--- src/pic_pkg.sv ---
// Purpose: shared constants and types of the priority interrupt controller
// Assumes: 8-bit register data on a 32-bit classic wishbone bus
// Notes: register indices are word indices, byte address is four times the index
package pic_pkg;
  localparam int PIC_NSRC = 8;
  localparam logic [11:0] PIC_IDX_REQ = 12'hFC0;
  localparam logic [11:0] PIC_IDX_ENH = 12'hFC1;
  localparam logic [11:0] PIC_IDX_ENL = 12'hFC2;
  localparam logic [11:0] PIC_IDX_CTL = 12'hFCF;
  localparam logic [11:0] PIC_IDX_STAT = 12'hFD0;
  localparam logic [11:0] PIC_IDX_MASK = 12'hFD1;
  localparam logic [7:0] PIC_RST_BYTE = 8'h00;
  localparam int PIC_GATE_BIT = 7;
  localparam logic [1:0] PIC_LVL_OFF = 2'h0;
  localparam logic [1:0] PIC_LVL_1 = 2'h1;
  localparam logic [1:0] PIC_LVL_2 = 2'h2;
  localparam logic [1:0] PIC_LVL_3 = 2'h3;
  // sticky event bits of the status register
  localparam int PIC_EV_TAKEN = 0;
  localparam int PIC_EV_OVERRUN = 1;
  localparam int PIC_EV_SPECIAL = 2;
  localparam int PIC_NEV = 3;
  // source 7 is timer 2 ... source 0 is the converter
  localparam logic [2:0] PIC_VEC_SPECIAL = 3'h7;

  typedef enum logic [1:0] {
    PIC_IDLE = 2'b00,
    PIC_PRESENT = 2'b01,
    PIC_SPECIAL = 2'b11
  } pic_state_t;

  typedef struct packed {
    logic valid;
    logic special;
    logic [2:0] vector;
    logic [1:0] level;
  } pic_req_t;

  typedef struct packed {
    logic unmask_all;
    logic mask_all;
    logic ret;
    logic ack;
  } pic_cpu_t;
endpackage

--- src/pic_arbiter.sv ---
// Purpose: picks the winning pending source by level, then by fixed order
// Assumes: raw pending bits; sources at the off level are gated out here
// Notes: purely combinational
`timescale 1ns/1ps
`default_nettype none
module pic_arbiter import pic_pkg::*; (
  input wire logic [7:0] pend_i,
  input wire logic [7:0] enh_i,
  input wire logic [7:0] enl_i,
  output logic found_o,
  output logic [2:0] vec_o,
  output logic [1:0] lvl_o
);
  always_comb begin
    found_o = 1'b0;
    vec_o = 3'h0;
    lvl_o = PIC_LVL_OFF;
    // higher index wins inside a level, so scan upward and let later hits replace
    for (int i = 0; i < PIC_NSRC; i++) begin
      if (pend_i[i] && {enh_i[i], enl_i[i]} != PIC_LVL_OFF) begin
        if (!found_o || {enh_i[i], enl_i[i]} >= lvl_o) begin
          found_o = 1'b1;
          vec_o = 3'(i);
          lvl_o = {enh_i[i], enl_i[i]};
        end
      end
    end
  end
endmodule
`default_nettype wire

--- src/pic_top.sv ---
// Purpose: priority interrupt controller for an 8-bit core, wishbone register access
// Assumes: peripheral requests are one-cycle pulses on clk_i
// Notes: one-cycle ack latency on the bus
// Function
// - unmask-all, return-from-handler or writing 1 sets the global gate
// - mask-all, cpu acknowledge, writing 0 or reset clears the global gate
// - level 3 beats level 2, level 2 beats level 1
// - fixed per-source order decides among equal levels
// - reset, enabled watchdog and illegal-instruction trap beat all sources
// - one-cycle peripheral pulses are latched into request bits
// - cpu acknowledge clears the request until a new pulse
// - writing 0 to a request bit clears it
// - writing 1 to a request bit raises it; acknowledge clears it
// - enable pair decodes 00 off, 01 level 1, 10 level 2, 11 level 3
// - high enable bits 7..0: timer2, timer1, timer0, rx, tx, twowire, syncserial, converter
//
// The Wishbone register port is this design's own decision.
`timescale 1ns/1ps
`default_nettype none
module pic_top import pic_pkg::*; (
  input wire logic clk_i,
  input wire logic rst_i,
  input wire logic cyc_i,
  input wire logic stb_i,
  input wire logic we_i,
  input wire logic [3:0] sel_i,
  input wire logic [13:0] adr_i,
  input wire logic [31:0] dat_i,
  output logic [31:0] dat_o,
  output logic ack_o,
  output logic err_o,
  input wire logic [7:0] periph_pulse_i,
  input wire logic watchdog_irq_i,
  input wire logic watchdog_en_i,
  input wire logic illegal_trap_i,
  input wire pic_cpu_t cpu_i,
  output pic_req_t req_o,
  output logic irq_o
);
  // register state
  logic [7:0] request_group0, next_request_group0;
  logic [7:0] group0_priority_high_bits, next_group0_priority_high_bits;
  logic [7:0] group0_priority_low_bits, next_group0_priority_low_bits;
  logic global_interrupt_gate, next_global_interrupt_gate;
  logic [PIC_NEV-1:0] ev_stat, next_ev_stat;
  logic [PIC_NEV-1:0] ev_mask, next_ev_mask;
  logic [31:0] next_dat;
  logic next_ack, next_err;
  // presentation state
  pic_state_t state, next_state;
  pic_req_t pres, next_pres;
  logic special_pend, next_special_pend;

  logic found;
  logic [2:0] win_vec;
  logic [1:0] win_lvl;
  logic [PIC_NEV-1:0] ev;

  function automatic logic lane0_write(input logic [11:0] idx);
    lane0_write = cyc_i && stb_i && !ack_o && !err_o && we_i && sel_i[0] && adr_i[13:2] == idx;
  endfunction

  pic_arbiter u_arb (
    .pend_i(request_group0),
    .enh_i(group0_priority_high_bits),
    .enl_i(group0_priority_low_bits),
    .found_o(found),
    .vec_o(win_vec),
    .lvl_o(win_lvl)
  );

  // bus side and register file
  always_comb begin
    logic access;
    access = cyc_i && stb_i && !ack_o && !err_o;
    next_ack = 1'b0;
    next_err = 1'b0;
    next_dat = '0;
    next_group0_priority_high_bits = group0_priority_high_bits;
    next_group0_priority_low_bits = group0_priority_low_bits;
    next_ev_mask = ev_mask;
    if (access) begin
      if (adr_i[13:2] == PIC_IDX_REQ) begin
        next_ack = 1'b1;
        next_dat = {24'h000000, request_group0};
      end else if (adr_i[13:2] == PIC_IDX_ENH) begin
        next_ack = 1'b1;
        next_dat = {24'h000000, group0_priority_high_bits};
      end else if (adr_i[13:2] == PIC_IDX_ENL) begin
        next_ack = 1'b1;
        next_dat = {24'h000000, group0_priority_low_bits};
      end else if (adr_i[13:2] == PIC_IDX_CTL) begin
        next_ack = 1'b1;
        next_dat = 32'(global_interrupt_gate) << PIC_GATE_BIT;
      end else if (adr_i[13:2] == PIC_IDX_STAT) begin
        next_ack = 1'b1;
        next_dat = 32'(ev_stat);
      end else if (adr_i[13:2] == PIC_IDX_MASK) begin
        next_ack = 1'b1;
        next_dat = 32'(ev_mask);
      end else begin
        next_err = 1'b1;
      end
    end
    if (!we_i) begin
      next_dat = next_dat;
    end else begin
      next_dat = '0;
    end
    if (lane0_write(PIC_IDX_ENH)) begin
      next_group0_priority_high_bits = dat_i[7:0];
    end
    if (lane0_write(PIC_IDX_ENL)) begin
      next_group0_priority_low_bits = dat_i[7:0];
    end
    if (lane0_write(PIC_IDX_MASK)) begin
      next_ev_mask = dat_i[PIC_NEV-1:0];
    end
  end

  // request bits, gate and sticky status
  always_comb begin
    logic [7:0] clr;
    clr = '0;
    next_request_group0 = request_group0;
    next_global_interrupt_gate = global_interrupt_gate;
    ev = '0;
    if (lane0_write(PIC_IDX_REQ)) begin
      next_request_group0 = dat_i[7:0];
    end
    if (cpu_i.ack && state == PIC_PRESENT) begin
      clr[pres.vector] = 1'b1;
    end
    next_request_group0 = next_request_group0 & ~clr;
    // a pulse in the same cycle as a clear still lands
    next_request_group0 = next_request_group0 | periph_pulse_i;
    ev[PIC_EV_OVERRUN] = |(periph_pulse_i & request_group0);
    if (lane0_write(PIC_IDX_CTL)) begin
      next_global_interrupt_gate = dat_i[PIC_GATE_BIT];
    end
    if (cpu_i.unmask_all || cpu_i.ret) begin
      next_global_interrupt_gate = 1'b1;
    end
    // mask-all and acknowledge override, so a handler always starts masked
    if (cpu_i.mask_all || (cpu_i.ack && state != PIC_IDLE)) begin
      next_global_interrupt_gate = 1'b0;
      ev[PIC_EV_TAKEN] = cpu_i.ack;
    end
    ev[PIC_EV_SPECIAL] = illegal_trap_i || (watchdog_irq_i && watchdog_en_i);
    next_ev_stat = ev_stat;
    if (lane0_write(PIC_IDX_STAT)) begin
      next_ev_stat = ev_stat & ~dat_i[PIC_NEV-1:0];
    end
    next_ev_stat = next_ev_stat | ev;
  end

  // presentation to the cpu
  always_comb begin
    next_state = state;
    next_pres = pres;
    next_special_pend = special_pend;
    if (illegal_trap_i || (watchdog_irq_i && watchdog_en_i)) begin
      next_special_pend = 1'b1;
    end
    case (state)
      PIC_IDLE: begin
        if (next_special_pend) begin
          next_state = PIC_SPECIAL;
          next_pres = '{valid: 1'b1, special: 1'b1, vector: PIC_VEC_SPECIAL, level: PIC_LVL_3};
        end else if (global_interrupt_gate && found) begin
          next_state = PIC_PRESENT;
          next_pres = '{valid: 1'b1, special: 1'b0, vector: win_vec, level: win_lvl};
        end else begin
          next_pres = '0;
        end
      end
      PIC_PRESENT: begin
        if (cpu_i.ack) begin
          next_state = PIC_IDLE;
          next_pres = '0;
        end else if (special_pend) begin
          next_state = PIC_SPECIAL;
          next_pres = '{valid: 1'b1, special: 1'b1, vector: PIC_VEC_SPECIAL, level: PIC_LVL_3};
        end else if (!request_group0[pres.vector]) begin
          // withdrawn by software before the cpu took it
          next_state = PIC_IDLE;
          next_pres = '0;
        end
      end
      PIC_SPECIAL: begin
        if (cpu_i.ack) begin
          next_state = PIC_IDLE;
          next_pres = '0;
          next_special_pend = 1'b0;
        end
      end
      default: begin
        next_state = PIC_IDLE;
        next_pres = '0;
      end
    endcase
  end

  always_ff @(posedge clk_i) begin
    if (rst_i) begin
      request_group0 <= PIC_RST_BYTE;
      group0_priority_high_bits <= PIC_RST_BYTE;
      group0_priority_low_bits <= PIC_RST_BYTE;
      global_interrupt_gate <= 1'b0;
      ev_stat <= '0;
      ev_mask <= '0;
      dat_o <= '0;
      ack_o <= 1'b0;
      err_o <= 1'b0;
      state <= PIC_IDLE;
      pres <= '0;
      special_pend <= 1'b0;
    end else begin
      request_group0 <= next_request_group0;
      group0_priority_high_bits <= next_group0_priority_high_bits;
      group0_priority_low_bits <= next_group0_priority_low_bits;
      global_interrupt_gate <= next_global_interrupt_gate;
      ev_stat <= next_ev_stat;
      ev_mask <= next_ev_mask;
      dat_o <= next_dat;
      ack_o <= next_ack;
      err_o <= next_err;
      state <= next_state;
      pres <= next_pres;
      special_pend <= next_special_pend;
    end
  end

  assign req_o = pres;
  assign irq_o = |(ev_stat & ev_mask);
endmodule
`default_nettype wire

--- config.mk ---
export PLATFORM = sky130hd
export DESIGN_NAME = pic_top
export DESIGN_NICKNAME = d
export VERILOG_FILES = /design/src/pic_pkg.sv /design/src/pic_arbiter.sv /design/src/pic_top.sv
export SDC_FILE = /design/constraint.sdc
export NUM_CORES = 1
export LEC_CHECK = 0
export BUFFER_PORTS_ARGS = -buffer_cell sky130_fd_sc_hd__buf_4
export CORE_AREA = 2 2 88 90
export CTS_CLUSTER_DIAMETER = 200
export DETAILED_ROUTE_END_ITERATION = 7
export DIE_AREA = 0 0 90 92
export PLACE_DENSITY = 0.77
export SLEW_MARGIN = 20
export SYNTH_ARGS = -nofsm -noshare
export SYNTH_HDL_FRONTEND = slang
export SYNTH_SLANG_ARGS = --single-unit
--- constraint.sdc ---
create_clock -name clk_i -period 8.7 [get_ports clk_i]
set_input_delay 0.87 -clock clk_i [delete_from_list [all_inputs] [get_ports clk_i]]
set_output_delay 0.87 -clock clk_i [all_outputs]
set_load 0.02 [all_outputs]
==> results of run 1 <==
[flip-flops by register name, indices dropped and copies added, names as in the netlist, 2 cells and up]
register,count
dat_o,8
group0_priority_high_bits,8
group0_priority_low_bits,8
request_group0,8
req_o,7
ev_mask,3
ev_stat,3
state,2
[timing repair]
| action | 4_1_cts | 5_1_grt |
|---|---|---|
| setup endpoints to repair | 0 | 5 |
| setup buffers | 0 | 6 |
| resized for setup | 0 | 28 |
[cell families (layout without fill, tap and decap cells)]
| logic type | count (synthesis) | count (layout) |
|---|---|---|
| and+or+nand+nor | 155 | 155 |
| AOI/OAI and AO/OA | 115 | 115 |
| buffers and inverters | 57 | 101 |
| DFF | 51 | 51 |
| muxes | 25 | 25 |
| adders and majority gates | 10 | 10 |
| other | 1 | 24 |
[synthesized netlist by cell type (2+ instances only)]
master,number
nand3_1,17
and2_1,4
mux2_2,3
dfxtp_1,51
ha_1,10
nor2b_1,5
a221oi_1,2
clkbuf_8,2
a32oi_1,2
a22o_1,3
nand3b_1,3
inv_1,17
or2_2,2
nor4_1,2
nor3b_2,2
a211oi_1,4
and3_1,2
o21ai_2,2
a22oi_1,2
a21oi_1,40
o21ai_0,26
nand2_1,35
nor3_1,7
clkbuf_1,13
a311oi_1,5
buf_4,24
a31oi_1,6
a32o_1,5
nand4_1,3
nand4b_1,2
nand2b_1,8
o31ai_1,4
mux2i_1,19
nor2_1,57
[power by group through the flow]
stage | clock (mW) | sequential (mW) | combinational, mW
6_report | 0.180 | 0.259 | 0.0902
5_1_grt | 0.190 | 0.261 | 0.0978
4_1_cts | 0.183 | 0.258 | 0.0883
3_5_place_dp | 0 | 0.264 | 0.0878
3_3_place_gp | 0 | 0.264 | 0.0871
2_1_floorplan | 0 | 0.262 | 0.0636
[worst max-delay path: cells and delay by family, from the launching register on]
family | cells | cell delay [ns]
buffers and inverters | 1 | 0.10
AND/OR/NAND/NOR | 17 | 2.39
multiplexers | 3 | 0.86
flip-flops | 1 | 0.36
adder cells (fa/ha/maj) | 7 | 1.82
AO/OA/AOI/OAI | 18 | 2.83
[routing by layer]
metal	track usage	vias up	part of all wire
met4	0.07179	0	0.026
met2	0.3440	137	0.46
met5	0	-	0
met1	0.2785	1543	0.42
li1	-	1568	-
met3	0.03862	22	0.084
[cell type report]
cell class | count | share of cell area
multi-input cells | 329 | 0.5238
flip-flops and latches | 51 | 0.2547
repair buffers | 76 | 0.1437
well taps | 102 | 0.03173
clock buffers | 6 | 0.02053
inverters | 17 | 0.01586
clock inverters | 2 | 0.009642
[through the flow]
stage,utilization,instance area (um^2),hold slack (ns),TNS [ns],setup slack [ns]
2_1_floorplan,-,3367,0.4649,0,0.5921
3_3_place_gp,0.5047,3759,0.4503,0,0.3379
3_5_place_dp,0.5047,3759,0.4528,0,0.1182
4_1_cts,0.5210,3880,0.4681,0,0.06887
5_1_grt,0.5402,4023,0.4899,-0.4198,-0.1087
6_report,0.5402,4023,0.4656,0,0.2863
[path summary, 6_finish.rpt]
| kind | startpoint | to | slack [ns] | cells past startpoint |
|---|---|---|---|---|
| worst max-delay path | group0_priority_low_bits[0] | req_o[1] | 0.29 | 46 |
| worst max register to register | group0_priority_low_bits[0] | req_o[1] | 0.29 | 46 |
| worst min-delay path | req_o[6] | req_o[6] | 0.47 | 2 |
| worst min register to register | req_o[6] | req_o[6] | 0.47 | 2 |
==> flow_summary.ini, run 1 <==
[logic_synthesis]
synthesis.area_per_instance_um2 = 7.924
main_combinational_cell_family_by_area_after_synthesis = compound AO/OA/AOI/OAI gates
synth_top_cell_area_share = 0.3112
synthTopCellsByArea = dfxtp_1 (31%), nor2_1 (6.5%), a21oi_1 (6.1%), mux2i_1 (5.8%), buf_4 (5.5%)
number_of_standard_cells_after_synthesis = 414
post_synth_and_or_nand_nor_area_fraction = 0.2311
synth_ff_type = dfxtp_1
synth-xor-area-share = 0
postSynthRegisterBits = 51
synth_seq_area_share = 0.3112
synth_adder_area_share = 0.03814
yosys_warnings = 0
synth_compound_gate_area_share = 0.2315
synth_enable_flop_cells = 0
netlist_area_um2 = 3281
synth_area_leader_cell = dfxtp_1
asyncSetResetFlopFracSynth = 0
synthDistinctLibCells = 59
muxShareOfSynthArea = 0.08772

[pwr]
power_density_nw_per_um2 = 131.5
p_comb_frac = 0.170
power.sequential.fraction = 0.490
internal-power_mw = 0.3779
power.share.switching = 0.2856
leakagePower_nw = 1.748
worst_ir_drop_on_vdd_mv = 0.1256
power.clock.fraction = 0.340
power_switching_mw = 0.1511
post_layout_power_mw = 0.5290

[routing]
drc = 0
drtAntennaViolNets = 0
routedWlPerCell_um = 15.65
routed_wl_um = 9123
vias_after_detailed_routing = 3270
detailedRoute.firstIterationViolations = 172
routed_via_density = 5.609
first_pass_iters = 5

[global_routing]
grtUsageTotal = 0.2099
grt_pass1_vias = 2993
number_of_antenna_violations_at_the_first_check_in_global_routing = 0
grt_pass1_wl_um = 14210
grt_max_degree = 45
global_route.overflow_total = 0

[worst_setup_path]
start_kind = flip-flop
crit_path_top_delay_cell = or3_4
cp_slowest_stage_delay_ns = 0.39
timing_worst_setup_path_type = flip-flop to flip-flop
timing.critical_path.required_ns = 8.95
critical_path.max_fanout = 4
timing.critical_path.to_type = flip-flop
critical_path.most_common_cell = ha_1
arrival_ns = 8.66

[timing]
worst_slew_pin_slew_ns = 0.6989
slew_headroom = 0.5327
finalHoldViolations = 0
report.final.setup_viol = 0
timing_max_transition_violations_final = 0
timing.clock.skew_ns = 0.01104
min_period_ns = 8.414
fmax_mhz = 118.9
final_min_period_over_clock_period = 0.9671

[clock_tree]
htree_num_levels = 2
cts_tree = done
postCtsHoldBufs = 0
ctsRootBufferMaster = clkbuf_8
clk_transition_reported_paths_ns = 0.10
clkLatencyLatePin_ns = 0.32
cts.sink_count = 51
clk_path_buf_depth = 2
cts-buffers-inserted = 5

[die]
initial_core_util = 0.4405
row_count = 32
area_inside_the_core_boundary_um2 = 7447
io-pin-count = 112
fp.dieW_um = 90
dieArea_um2 = 8280
die-height_um = 92

[final_layout]
multi_input_comb_area_um2 = 2107
layout.cells.most_common_list = buf_4 (74), nor2_1 (56), dfxtp_1 (48)
antenna-diode-count = 0
filler_cell_count = 725
layout.cells.most_common = buf_4
layout_cells_sized_above_1 = 0.2620
final_cell_count_without_fillers = 583
area.sequential_um2 = 1025
area_delta_synth_final_pct = 22.62
finalNetCount = 560

[worst_hold_path]
hp-class = flip-flop to flip-flop

[outcome]
result_of_the_run = complete, no violations

[placement]
dp.cells = 569
dp.final_hpwl_um = 6579
gp_routability_congestion = 0.9373
place.port_buffers = 58

[job]
max_cap_viols = 0
Note: power is estimated with default switching activity, not from simulation.
==> run 2: changes to the inputs <==
--- a/config.mk
+++ b/config.mk
@@ -5,12 +5,12 @@
 export SDC_FILE = /design/constraint.sdc
 export NUM_CORES = 1
 export LEC_CHECK = 0
-export BUFFER_PORTS_ARGS = -buffer_cell sky130_fd_sc_hd__buf_4
-export CORE_AREA = 2 2 88 90
+export CORE_AREA = 2 2 79 81
 export CTS_CLUSTER_DIAMETER = 200
 export DETAILED_ROUTE_END_ITERATION = 7
-export DIE_AREA = 0 0 90 92
-export PLACE_DENSITY = 0.77
+export DIE_AREA = 0 0 81 83
+export DONT_BUFFER_PORTS = 1
+export PLACE_DENSITY = 0.76
 export SLEW_MARGIN = 20
 export SYNTH_ARGS = -nofsm -noshare
 export SYNTH_HDL_FRONTEND = slang
==> flow_summary.ini, run 2 (synthesis gave the netlist of run 1 again) <==
[outcome]
result_of_the_run = complete, no violations

[routing]
vias_after_detailed_routing = 3054
drc = 0
routedWlPerCell_um = 17.75
first_pass_iters = 5
drtAntennaViolNets = 0
routed_via_density = 6.133
detailedRoute.firstIterationViolations = 381
routed_wl_um = 8840

[die]
row_count = 28
initial_core_util = 0.5641
io-pin-count = 112
fp.dieW_um = 81
area_inside_the_core_boundary_um2 = 5816
die-height_um = 83
dieArea_um2 = 6723

[timing]
timing.final.ws_setup_ns = 0.2421
slew_headroom = 0.5497
timing.clock.skew_ns = 0.006506
timing_max_transition_violations_final = 0
fmax_mhz = 118.2
min_period_ns = 8.458
hold_ws_ns = 0.4972
report.final.setup_viol = 0
worst_slew_pin_slew_ns = 0.6736
setup_tns_ns = 0
final_min_period_over_clock_period = 0.9722
finalHoldViolations = 0

[global_routing]
grtUsageTotal = 0.2609
number_of_antenna_violations_at_the_first_check_in_global_routing = 0
global_route.overflow_total = 0
grt_pass1_vias = 2824
grt_pass1_wl_um = 13810
grt_max_degree = 45

[job]
max_cap_viols = 0

[final_layout]
antenna-diode-count = 0
layout.cells.most_common = nor2_1
filler_cell_count = 521
layout_cells_sized_above_1 = 0.1655
area.sequential_um2 = 1026
stdcell_area_um2 = 3565
layout.cells.most_common_list = nor2_1 (56), dfxtp_1 (49), a21oi_1 (37)
finalNetCount = 503
multi_input_comb_area_um2 = 2147
area_delta_synth_final_pct = 8.658

[pwr]
internal-power_mw = 0.3295
power.sequential.fraction = 0.573
post_layout_power_mw = 0.4623
power.clock.fraction = 0.305
power.share.switching = 0.2873
power_density_nw_per_um2 = 129.7
worst_ir_drop_on_vdd_mv = 0.08032
leakagePower_nw = 1.477
p_comb_frac = 0.123
power_switching_mw = 0.1328

[placement]
place.port_buffers = 0
place_worst_setup_slack_ns = -0.008304
gp_routability_congestion = 0.9362
dp.final_hpwl_um = 6184
dpl_cell_area_um2 = 3244

[worst_setup_path]
cp_slowest_stage_delay_ns = 0.39
timing_worst_setup_path_type = flip-flop to flip-flop
critical_path.most_common_cell = ha_1
start_kind = flip-flop
timing.critical_path.to_type = flip-flop
arrival_ns = 8.66
critical_path.max_fanout = 5
crit_path_top_delay_cell = or3_4
timing.critical_path.required_ns = 8.90

[clock_tree]
clk_transition_reported_paths_ns = 0.09
cts_tree = done
htree_num_levels = 2
postCtsHoldBufs = 0
cts.sink_count = 51
clkLatencyLatePin_ns = 0.31
ctsRootBufferMaster = clkbuf_8
cts-buffers-inserted = 5
clk_path_buf_depth = 2

[worst_hold_path]
hp-class = flip-flop to flip-flop
## run 2: cell count changes in the layout (fill, tap and decap cells not counted), moves of 2 or more
cell      delta
buf_4       -56
a21oi_1      +2
a21oi_2      -2
dfxtp_2      -2
nand2_1      -2
nand2b_1     -2
nand2b_4     +2
o21ai_0      +2
o21ai_1      -2
## run 2: layout make-up
type | instances | share of cell area
sequential | 51 | 0.2878
timing repair buffer | 19 | 0.04107
clock buffer | 6 | 0.02317
tap | 75 | 0.02633
clock inverter | 1 | 0.001404
multi-input combinational | 329 | 0.6023
inverter | 17 | 0.01790
## run 2: stage by stage
stage	instances	util
after global placement	478	0.5579
after global routing	498	0.6130
final	498	0.6130
after CTS	486	0.5764
after floorplan	437	-
after detailed placement	478	0.5579
## run 2: routing by layer
metal,global-route usage,share of wire
met1,0.3428,0.41
met2,0.4042,0.47
met3,0.08043,0.096
met4,0.08475,0.020
met5,0,0
## run 2: critical path, delay by kind of cell (launching register included)
kind | cells | cell delay, ns
AOI/OAI and AO/OA | 18 | 2.97
and+or+nand+nor | 18 | 2.61
adders and majority gates | 7 | 1.75
muxes | 2 | 0.66
DFF | 1 | 0.36
## run 2: power groups by stage
stage	Clock (mW)	Sequential (mW)	Combinational [mW]
floorplan	0	0.262	0.0636
global placement	0	0.270	0.0522
detailed placement	0	0.270	0.0530
CTS	0.143	0.265	0.0537
global route	0.152	0.267	0.0634
finish	0.141	0.265	0.0567
## run 2: worst paths after layout
| check | from | to | slack [ns] | depth (start not counted) |
|---|---|---|---|---|
| max | group0_priority_low_bits[0] | req_o[3] | 0.24 | 45 |
| min | group0_priority_low_bits[1] | group0_priority_low_bits[1] | 0.50 | 2 |
| max reg2reg | group0_priority_low_bits[0] | req_o[3] | 0.24 | 45 |
| min reg2reg | group0_priority_low_bits[1] | group0_priority_low_bits[1] | 0.50 | 2 |
## run 2: what timing repair did
action | 4_1_cts | 5_1_grt
pin swaps | 2 | 18
setup buffers | 1 | 12
hold endpoints to repair | 0 | 0
endpoints found under the setup margin | 1 | 5
gates resized for setup | 3 | 28
==> run 3: changes to the inputs <==
--- a/config.mk
+++ b/config.mk
@@ -5,13 +5,14 @@
 export SDC_FILE = /design/constraint.sdc
 export NUM_CORES = 1
 export LEC_CHECK = 0
-export CORE_AREA = 2 2 79 81
+export CORE_AREA = 2 2 83 85
 export CTS_CLUSTER_DIAMETER = 200
 export DETAILED_ROUTE_END_ITERATION = 7
-export DIE_AREA = 0 0 81 83
+export DIE_AREA = 0 0 85 87
 export DONT_BUFFER_PORTS = 1
-export PLACE_DENSITY = 0.76
+export PLACE_DENSITY = 0.78
 export SLEW_MARGIN = 20
 export SYNTH_ARGS = -nofsm -noshare
 export SYNTH_HDL_FRONTEND = slang
+export SYNTH_HIERARCHICAL = 1
 export SYNTH_SLANG_ARGS = --single-unit
==> flow_summary.ini, run 3 <==
[worst_setup_path]
cp_top_family = simple AND/OR/NAND/NOR gates
start_kind = flip-flop
rr_startpoint = request_group0[0]
timing_worst_setup_path_type = flip-flop to flip-flop
cp.buffers_inverters = 3
critical_path.most_common_cell = ha_1
regToRegSetupSlack_ns = 0.42
critical_path.max_fanout = 5
timing.critical_path.required_ns = 8.87
path_depth = 48
crit_path_top_delay_cell = or4_4
setup.worst_path.end = req_o[4]
timing.critical_path.to_type = flip-flop
setup.worst_path.start = request_group0[0]
worstRegToRegCells = 48
cp_slowest_stage_delay_ns = 0.44
arrival_ns = 8.46
r2r-end = req_o[4]

[timing]
final_min_period_over_clock_period = 0.9520
slew_headroom = 0.2842
fmax_mhz = 120.7
min_period_ns = 8.282
worst_slew_pin_slew_ns = 1.074
finalHoldViolations = 0
report.final.setup_viol = 0
setup_tns_ns = 0
timing_max_transition_violations_final = 0
timing.clock.skew_ns = 0.01222

[routing]
detailedRoute.firstIterationViolations = 270
routedWlPerCell_um = 19.57
routed_via_density = 6.638
routed_wl_um = 10710
vias_after_detailed_routing = 3631
drc = 0
drtAntennaViolNets = 0
first_pass_iters = 5

[pwr]
power_switching_mw = 0.1737
power.sequential.fraction = 0.554
p_comb_frac = 0.160
leakagePower_nw = 1.395
power.share.switching = 0.3359
post_layout_power_mw = 0.5171
power_density_nw_per_um2 = 132.3
internal-power_mw = 0.3434
power.clock.fraction = 0.286
worst_ir_drop_on_vdd_mv = 0.1133

[logic_synthesis]
synth_top_cell_area_share = 0.2755
synthTopCellsByArea = dfxtp_1 (28%), buf_4 (4.9%), a21oi_1 (4.7%), o21ai_0 (4.3%), nand2_1 (3.7%)
number_of_standard_cells_after_synthesis = 474
post-synth-top-count-cell = dfxtp_1
synthesis.area_per_instance_um2 = 7.819
netlist_area_um2 = 3706
synth_ff_type = dfxtp_1
synth_seq_area_share = 0.2755
ys_top_cells_by_count = dfxtp_1 (51), nand2_1 (37), a21oi_1 (35)
yosys_warnings = 6
synth_area_leader_cell = dfxtp_1
synthDistinctLibCells = 72
postSynthRegisterBits = 51
synth_enable_flop_cells = 0
asyncSetResetFlopFracSynth = 0

[global_routing]
grt_max_degree = 40
grtUsageTotal = 0.2791
grt_pass1_vias = 3353
global_route.overflow_total = 0
number_of_antenna_violations_at_the_first_check_in_global_routing = 0
grt_pass1_wl_um = 16680

[placement]
place.port_buffers = 0
gp_routability_congestion = 0.9331
dp.cells = 534
dpl_cell_area_um2 = 3652
dp.final_hpwl_um = 7873

[clock_tree]
ctsRootBufferMaster = clkbuf_8
clk_path_buf_depth = 2
cts.sink_count = 51
clk_transition_reported_paths_ns = 0.10
cts_tree = done
htree_num_levels = 2
postCtsHoldBufs = 0
clkLatencyLatePin_ns = 0.32
cts-buffers-inserted = 5

[outcome]
result_of_the_run = complete, no violations

[final_layout]
area.sequential_um2 = 1023
filler_cell_count = 574
finalNetCount = 547
layout_cells_sized_above_1 = 0.1328
finish.utilization = 0.5949
area_delta_synth_final_pct = 5.436
layout.cells.most_common_list = dfxtp_1 (49), nand2_1 (36), a21oi_1 (34)
layout.cells.most_common = dfxtp_1
multi_input_comb_area_um2 = 2501
stdcell_area_um2 = 3908
antenna-diode-count = 0
final_cell_count_without_fillers = 547

[die]
area_inside_the_core_boundary_um2 = 6569
dieArea_um2 = 7395
die-height_um = 87
initial_core_util = 0.5642
io-pin-count = 112
row_count = 30
fp.dieW_um = 85

[worst_hold_path]
hold_path_startpoint = ev_mask[2]
hp-class = flip-flop to flip-flop

[job]
max_cap_viols = 0
-- run 3: logic make-up after synthesis --
family | share of synthesized area
other | 0.001012
muxes | 0.05098
DFF | 0.2755
and+or+nand+nor | 0.2856
buffers and inverters | 0.1033
adders and majority gates | 0.03376
AOI/OAI and AO/OA | 0.2498
-- run 3: through the flow --
| step | hold slack [ns] | setup slack [ns] |
|---|---|---|
| final | 0.4963 | 0.4179 |
| after global routing | 0.5367 | -0.1002 |
| after CTS | 0.5001 | 0.02500 |
| after detailed placement | 0.4867 | 0.01240 |
| after global placement | 0.4763 | 0.2616 |
| after floorplan | 0.4553 | 0.7324 |
-- run 3: power groups by stage --
stage / combinational, mW / clock, mW / sequential (mW)
floorplan: 0.0872 / 0 / 0.275
global placement: 0.0769 / 0 / 0.290
detailed placement: 0.0790 / 0 / 0.291
CTS: 0.0794 / 0.147 / 0.285
global route: 0.0907 / 0.156 / 0.290
finish: 0.0826 / 0.148 / 0.287
-- run 3: worst min-delay path by stage --
stage,cells after the start,end
global placement,2,ev_stat[1]
detailed placement,2,ev_mask[2]
global route,2,ev_stat[0]
CTS,2,ev_mask[2]
finish,2,ev_mask[2]
floorplan,2,ev_stat[0]
-- run 3: tightest hold or removal path, cell delays in order (launching register included) --
cell and delay [ns]:
dfxtp_1 0.33, o21ai_0 0.07, a21oi_1 0.06
-- run 3: routing by layer --
| layer | vias up | share of wire | wire (um) | track usage |
|---|---|---|---|---|
| li1 | 1692 | - | - | - |
| met1 | 1732 | 0.41 | 4370 | 0.3570 |
| met2 | 181 | 0.50 | 5346 | 0.4666 |
| met3 | 26 | 0.068 | 731 | 0.05498 |
| met4 | 0 | 0.024 | 258 | 0.1039 |
| met5 | - | 0 | 0 | 0 |
-- run 3: cell type report --
cell class / count / area share
Inverter: 28 / 0.02690
Timing Repair Buffer: 11 / 0.02209
Sequential cell: 51 / 0.2619
Tap cell: 80 / 0.02562
Clock inverter: 1 / 0.002241
Clock buffer: 6 / 0.02113
Multi-Input combinational cell: 370 / 0.6401
-- run 3: what timing repair did --
| action | CTS | global route |
|---|---|---|
| buffers inserted | 0 | 6 |
| setup endpoints to repair | 1 | 5 |
| pin swaps | 0 | 12 |
| gates resized for setup | 1 | 25 |
| hold endpoints to repair | 0 | 0 |
